==> src/fault_log_pkg.sv <==
// Constants, register map and field layout of the fault-log and
// protected-memory register bank.
// Assumes a 32-bit APB master and one clock domain.
// Behaviour
// - Without advanced logging support the pointer register reads zero, ignores writes
// - Pointer bits 63:12 hold the 4KB aligned log region base
// - Base bits at and above host address width are not stored
// - New pointer values are adopted only on the set-log-pointer command
// - Implemented base and size fields read back the last written value
// - Size field bits 11:9 give region size two to X times 4KB
// - Without low or high region support the enable register is read-only
// - Enable register switches on the protected low and high regions
// - Enable bit 31: zero disables, one enables blocking of the regions
// - Status reports enabled only after in-flight translated DMA drains
package fault_log_pkg;
	localparam logic [11:0] ADDR_PTR_LO  = 12'h058;
	localparam logic [11:0] ADDR_PTR_HI  = 12'h05c;
	localparam logic [11:0] ADDR_PMEN    = 12'h064;
	localparam logic [11:0] ADDR_LOGCMD  = 12'h068;
	localparam int          LOG_BASE_LSB = 12;
	localparam int          SIZE_LSB     = 9;
	localparam int          SIZE_MSB     = 11;
	localparam int          HAW_DEF      = 48;
	localparam int          PROT_ON_BIT  = 31;
	localparam int          PROT_STS_BIT = 0;
	localparam int          CMD_SET_BIT  = 0;
	localparam logic [31:0] ZERO_WORD    = 32'h0000_0000;
	localparam logic [63:0] PTR_RESET    = 64'h0;
endpackage

==> src/drain_wait.sv <==
// Status follower that waits for in-flight translated DMA to drain.
// Assumes inflight_cnt comes from logic on the same clock.
`timescale 1ns/10ps
module drain_wait
	import fault_log_pkg::*;
(
	input  wire logic       pclk,
	input  wire logic       presetn,
	input  wire logic       prot_on,
	input  wire logic [7:0] inflight_cnt,
	output logic            prot_status
);
	logic sts_r;
	logic sts_nxt;

	always_comb begin
		sts_nxt = sts_r;
		if (!prot_on) begin
			sts_nxt = 1'b0;
		end else if (inflight_cnt == 8'h00) begin
			sts_nxt = 1'b1;
		end
	end

	always_ff @(posedge pclk or negedge presetn) begin
		if (!presetn) begin
			sts_r <= 1'b0;
		end else begin
			sts_r <= sts_nxt;
		end
	end

	assign prot_status = sts_r;
endmodule

==> src/fault_log_regs.sv <==
// APB register bank for the fault-log pointer and protected-memory enable.
// Assumes a 32-bit APB master; zero wait states; capability inputs static.
`timescale 1ns/10ps
module fault_log_regs
	import fault_log_pkg::*;
(
	input  wire logic        pclk,
	input  wire logic        presetn,
	input  wire logic        psel,
	input  wire logic        penable,
	input  wire logic        pwrite,
	input  wire logic [11:0] paddr,
	input  wire logic [31:0] pwdata,
	input  wire logic [3:0]  pstrb,
	output logic [31:0]      prdata,
	output logic             pready,
	output logic             pslverr,
	input  wire logic        adv_logging_supported,
	input  wire logic        low_region_supported,
	input  wire logic        high_region_supported,
	input  wire logic [7:0]  inflight_cnt,
	output logic [63:0]      active_log_ptr,
	output logic             region_protect_on,
	output logic             region_protect_status
);
	////////////////////////////////////////////////////////////////////
	logic [63:0] ptr_r;
	logic [63:0] ptr_nxt;
	logic [63:0] act_r;
	logic [63:0] act_nxt;
	logic        on_r;
	logic        on_nxt;
	logic [31:0] rd_r;
	logic [31:0] rd_nxt;
	logic        err_r;
	logic        err_nxt;
	logic        wr;
	logic        rd;
	logic        hit;
	logic        pm_ok;
	logic [63:0] ptr_mask;
	logic [31:0] wmask;

	assign wr    = psel && penable && pwrite;
	assign rd    = psel && !penable && !pwrite;
	assign pm_ok = low_region_supported || high_region_supported;
	assign hit   = (paddr == ADDR_PTR_LO) || (paddr == ADDR_PTR_HI) ||
		(paddr == ADDR_PMEN) || (paddr == ADDR_LOGCMD);

	always_comb begin
		ptr_mask = '0;
		ptr_mask[HAW_DEF-1:LOG_BASE_LSB] = '1;
		ptr_mask[SIZE_MSB:SIZE_LSB] = '1;
	end

	always_comb begin
		wmask = {{8{pstrb[3]}}, {8{pstrb[2]}}, {8{pstrb[1]}}, {8{pstrb[0]}}};
	end

	////////////////////////////////////////////////////////////////////
	always_comb begin
		ptr_nxt = ptr_r;
		act_nxt = act_r;
		on_nxt  = on_r;
		if (wr && adv_logging_supported) begin
			if (paddr == ADDR_PTR_LO) begin
				ptr_nxt[31:0] = ((pwdata & wmask) | (ptr_r[31:0] & ~wmask)) &
					ptr_mask[31:0];
			end
			if (paddr == ADDR_PTR_HI) begin
				ptr_nxt[63:32] = ((pwdata & wmask) | (ptr_r[63:32] & ~wmask)) &
					ptr_mask[63:32];
			end
			if (paddr == ADDR_LOGCMD && pstrb[0] && pwdata[CMD_SET_BIT]) begin
				act_nxt = ptr_r;
			end
		end
		if (wr && pm_ok && paddr == ADDR_PMEN && pstrb[3]) begin
			on_nxt = pwdata[PROT_ON_BIT];
		end
	end

	always_comb begin
		rd_nxt  = rd_r;
		err_nxt = err_r;
		if (rd) begin
			err_nxt = !hit;
			rd_nxt  = ZERO_WORD;
			if (adv_logging_supported && paddr == ADDR_PTR_LO) begin
				rd_nxt = ptr_r[31:0];
			end
			if (adv_logging_supported && paddr == ADDR_PTR_HI) begin
				rd_nxt = ptr_r[63:32];
			end
			if (paddr == ADDR_PMEN) begin
				rd_nxt[PROT_ON_BIT]  = on_r;
				rd_nxt[PROT_STS_BIT] = region_protect_status;
			end
		end else if (psel && !penable) begin
			err_nxt = !hit;
			rd_nxt  = ZERO_WORD;
		end
	end

	always_ff @(posedge pclk or negedge presetn) begin
		if (!presetn) begin
			ptr_r <= PTR_RESET;
			act_r <= PTR_RESET;
			on_r  <= 1'b0;
			rd_r  <= ZERO_WORD;
			err_r <= 1'b0;
		end else begin
			ptr_r <= ptr_nxt;
			act_r <= act_nxt;
			on_r  <= on_nxt;
			rd_r  <= rd_nxt;
			err_r <= err_nxt;
		end
	end

	////////////////////////////////////////////////////////////////////
	// Status lags enable so blocking is never reported early
	drain_wait u_drain (
		.pclk         (pclk),
		.presetn      (presetn),
		.prot_on      (on_r),
		.inflight_cnt (inflight_cnt),
		.prot_status  (region_protect_status)
	);

	assign prdata            = rd_r;
	assign pready            = 1'b1;
	assign pslverr           = psel && penable && err_r;
	assign active_log_ptr    = act_r;
	assign region_protect_on = on_r;
endmodule

==> config.mk <==
export PLATFORM = sky130hd
export DESIGN_NAME = fault_log_regs
export DESIGN_NICKNAME = d
export VERILOG_FILES = /design/src/fault_log_pkg.sv /design/src/drain_wait.sv /design/src/fault_log_regs.sv
export SDC_FILE = /design/constraint.sdc
export NUM_CORES = 1
export LEC_CHECK = 0
export BUFFER_PORTS_ARGS = -buffer_cell sky130_fd_sc_hd__buf_2
export CORE_UTILIZATION = 50
export DETAILED_ROUTE_END_ITERATION = 6
export MAX_ROUTING_LAYER = met4
export PLACE_DENSITY = 0.91
export SLEW_MARGIN = 20
export SYNTH_ARGS = -nofsm -noshare
export SYNTH_HDL_FRONTEND = slang
export SYNTH_SLANG_ARGS = --single-unit
==> constraint.sdc <==
create_clock -name pclk -period 1.4 [get_ports pclk]
set_clock_uncertainty 0.05 [all_clocks]
set_input_delay 0.14 -clock pclk [delete_from_list [all_inputs] [get_ports pclk]]
set_output_delay 0.14 -clock pclk [all_outputs]
set_load 0.02 [all_outputs]
Word-level counts from Yosys, hierarchy flattened. Cells that the tools add are included.

Reductions and logical operators: 25. Equal/unequal tests: 5. Muxes and demuxes: 10. Bitwise gates (word level): 6.

Operators by type and width (number): 32-bit two-way mux (4); 32-bit bitwise AND (2); 12-bit by 7-bit equality test with 1-bit output, second input constant (4); 32-bit inverter (1); 32-bit OR (1); 16-bit bitwise AND (1); 16-bit OR (1); 1-bit logical AND (13); 8-bit logical NOT (1); 1-bit two-way mux (6); 2-bit AND reduction (3); 1-bit logical OR (4); 1-bit logical NOT (3); 2-bit by 1-bit != test with 1-bit output, second input constant (1); 2-bit nonzero test (1).

Word-level logic and storage cells: 53. Register bits after elaboration: 113.

Depth between registers and ports, before layout.
Depth after elaboration: 7. Mapped depth: 7.

Hierarchy. From an unflattened synthesis, not the netlist that was laid out.

Cells, all modules: 323. Area, all modules: 4828.4 um2.

Modules (own cells, without submodules): fault_log_regs (cells each 318, area an instance 4773.3 um2, times used 1); drain_wait (cells each 5, area an instance 55.1 um2, times used 1).

Worst setup path before layout. Ideal clock, no wire load.

Path kind: in2reg. Start point: in paddr[7]. End point: reg act_r[17] (netlist: active_log_ptr[17]). Slack: -0.538 ns. Setup time: 0.125 ns. Arrival: 1.763 ns. Path buffers: 2. Cell stages on the path: 6. Cells stage by stage: or4b_1 > nor4b_4 > nand2_1 > buf_4 > buf_6 > mux2_4.

Word-level cells in the longest chain between the ends: 4.

Ends and longest elaborated chain: start, declared (RTL line fault_log_regs.sv:12) `input wire logic [11:0] paddr,`; 12-bit by 7-bit equality test with 1-bit output (RTL line fault_log_regs.sv:74) `if (paddr == ADDR_LOGCMD && pstrb[0] && pwdata[CMD_SET_BIT]) begin`; 1-bit logical AND (2 in series) (RTL line fault_log_regs.sv:74); 2-bit AND reduction (no line); end signal, assigned (RTL line fault_log_regs.sv:114) `act_r <= act_nxt;`; end, declared (RTL line fault_log_regs.sv:29) `logic [63:0] act_r;`.

Every way passes these cells. A chain may end at the register's enable or synchronous reset.

==> results by group <==
Status
  – Status: finished, violations left
  – Violated checks: DRC, setup timing

Clock network
  – Worst-case clock buffer depth: 2
  – Insertion delay to the later sink of the worst-skew pair: 0.51 ns
  – Root buffer cell: clkbuf_8
  – Worst-path clk slew: 0.05 ns
  – TritonCTS Buffers: 17
  – CTS tree: yes
  – Clock Sinks: 113
  – H-tree levels: 4

Synthesis
  – Top cells by area, synth: dfrtp_1 (61%), mux2_2 (17%), buf_4 (4.3%)
  – Dominant cell type by area after synthesis: dfrtp_1
  – Async SR Flop Fraction: 100%
  – Count leader, synth: dfrtp_1
  – Synth Warn #: 0
  – Yosys top cell area share: 60.7%
  – Post-synthesis cell count: 321
  – Commonest cells in the netlist: dfrtp_1 (113), mux2_2 (69), buf_4 (27)
  – Mean post-synth cell area: 14.5 µm²
  – Top_reg_cell synth: dfrtp_1
  – Cell Area, Synth: 4660 µm²
  – Flops & latches, synth: 113
  – Post-synthesis sequential area ratio: 60.7%
  – Post-synth EDFFs: 0
  – Yosys cell types: 32

Die
  – Row cnt: 34
  – Chip height: 98.5 µm
  – Die area: 9710 µm²
  – Die X: 98.5 µm
  – Core box area: 8890 µm²
  – Starting Density: 52.4%
  – IO Pins: 164

Power and ir drop
  – NetSw: 1.69 mW
  – Sw Share: 19.8%
  – Seq pwr share: 38.3%
  – Combinational power share: 5.0%
  – Pint: 6.84 mW
  – Leak: 3.77 nW
  – PD cells: 1240 nW/µm²
  – Clock power frac: 56.6%
  – Peak supply drop: 0.000841 V

Drt
  – Routed Antenna Nets: 0
  – Met1 wire length: 4.97 mm
  – Vias after detailed routing: 3500
  – DRT Wirelength: 12.4 mm
  – DRC Markers: 29
  – First drt pass iteration count: 7
  – Average vias per placed instance: 5.26
  – DR top layer: met4
  – Drt initial violations: 156
  – Metal3 WL: 799 µm
  – WL/cell: 18.7 µm
  – WL met2: 6.41 mm

Global route
  – Number of global-route vias before repair: 3831
  – Largest net degree at the start of global routing: 114
  – Aggregate global-route resource usage: 27.9%
  – Initial antenna violation count: 1
  – Grt total ovfl: 0
  – Global-route wire length before repair: 19.7 mm

Layout
  – NumNets Final: 606
  – Share of cells above drive strength 1: 53.2%
  – Design area: 6860 µm²
  – Area Overhead vs Synth: 47.2%

STA
  – Max-slew violations: 0
  – Final setup violation count: 70
  – Final worst slack: -0.0793 ns
  – Setup TNS Final: -2.67 ns
  – Fmax achieved: 676 MHz
  – Worst-margin pin slew: 0.590 ns
  – Fin crit share: 106%
  – Final Hold Fails: 0
  – Tmin final: 1.48 ns
  – Unrepaired setup endpoints after global routing: yes
  – Worst rel slew slack: 60.7%

Place
  – Placed Area: 5630 µm²
  – Post-DP HPWL: 7.99 mm
  – Port bufs: 137
  – Placer Congestion: 0.844

Min path
  – Hold path start: pstrb[2]
  – Hold Path Class: input pin to flop

Worst setup path
  – CP endpoint kind: flop
  – CP Class: input pin to flop
  – Beginning of the critical path: paddr[7]
  – Crit-path max FO: 4
  – Crit start category: input pin
  – CP Data Required Time: 1.74 ns
  – Crit Reg-Reg Startpoint: region_protect_on
  – CP arrival: 1.82 ns

Job
  – # Max-Cap Violations: 0
==> kinds of logic (layout without fill, tap and decap cells) <==
kind of cell	count (synthesis)	after routing	share of synthesized area, %
other	2	28	0.161
buffers and inverters	40	250	5.66
DFF	113	113	60.7
and+or+nand+nor	41	41	5.85
muxes	79	79	19.9
AOI/OAI and AO/OA	46	46	7.76
==> worst paths after layout <==
path                                              endpoint  slack, ns  cells past startpoint
worst max-delay path                                  flop      -0.08                      7
worst min-delay path                                  flop       0.05                      4
worst max register to register                  prdata[31]       0.32                      2
worst min register to register                  prdata[15]       0.43                      2
max in group asynchronous                       prdata[29]       0.65                      3
min in group asynchronous       asynchronous set/reset pin       0.20                      3
==> critical path, stage by stage <==
cell and delay (ns):
buf_6 0.09, or4b_4 0.56, nor4b_4 0.31, buf_4 0.20, nand3_2 0.10, buf_6 0.14
mux2_2 0.26
==> stage by stage <==
| step | hold slack (ns) | total power [mW] | utilization (%) | std cells | setup WS (ns) |
|---|---|---|---|---|---|
| floorplan | -0.206 | 3.49 | - | 345 | -0.525 |
| global placement | 0.204 | 3.64 | 63.3 | 585 | -0.616 |
| detailed placement | 0.221 | 3.65 | 63.3 | 585 | -0.694 |
| CTS | 0.0376 | 8.56 | 76.7 | 660 | -0.0567 |
| global route | 0.0547 | 8.78 | 77.1 | 664 | -0.107 |
| finish | 0.0535 | 8.53 | 77.2 | 665 | -0.0793 |
==> final cells by class <==
class / count / area [µm²]
multi-input combinational: 192 / 1710
tap: 108 / 135
clock inverter: 10 / 204
inverter: 2 / 7.51
sequential: 113 / 2830
antenna: 2 / 5.00
fill: 518 / 2030
clock buffer: 22 / 463
timing repair buffer: 216 / 1510
==> power groups by stage <==
stage	clock network, mW	logic [mW]	registers [mW]
after global placement	0	0.315	3.33
final	4.83	0.427	3.27
after global routing	5.05	0.463	3.27
after detailed placement	0	0.325	3.33
after floorplan	0	0.162	3.33
after CTS	4.87	0.419	3.27
==> metal layers <==
layer | vias up | track usage, %
met3 | 24 | 7.52
li1 | 1568 | -
met5 | - | -
met4 | 0 | 11.6
met2 | 154 | 47.5
met1 | 1754 | 31.0
==> repair_timing <==
item	in CTS	in global routing
buffers inserted	2	1
hold buffers	40	3
hold endpoints to repair	155	1
setup endpoints to repair	80	85
pin swaps	1	3
gates cloned	1	0
resized for setup	18	3
==> layout by cell type (no fill, tap or decap), drive strengths merged, types with 2 or more instances in the layout <==
master / Yosys / final
inv: 2 / 2
conb: 2 / 26
nand2: 9 / 9
buf: 33 / 174
nor2: 4 / 4
bufinv: 0 / 6
clkinv: 0 / 4
clkbuf: 5 / 22
nor4b: 2 / 2
nand2b: 4 / 4
nor4: 3 / 3
nand3: 6 / 6
and3: 2 / 2
nand4: 2 / 2
a22oi: 7 / 7
o21ai: 9 / 9
a32o: 4 / 4
dlygate4sd3: 0 / 42
mux2: 79 / 79
a22o: 23 / 23
nor3: 4 / 4
diode: 0 / 2
dfrtp: 113 / 113
Power figures use the tool's default switching activity.
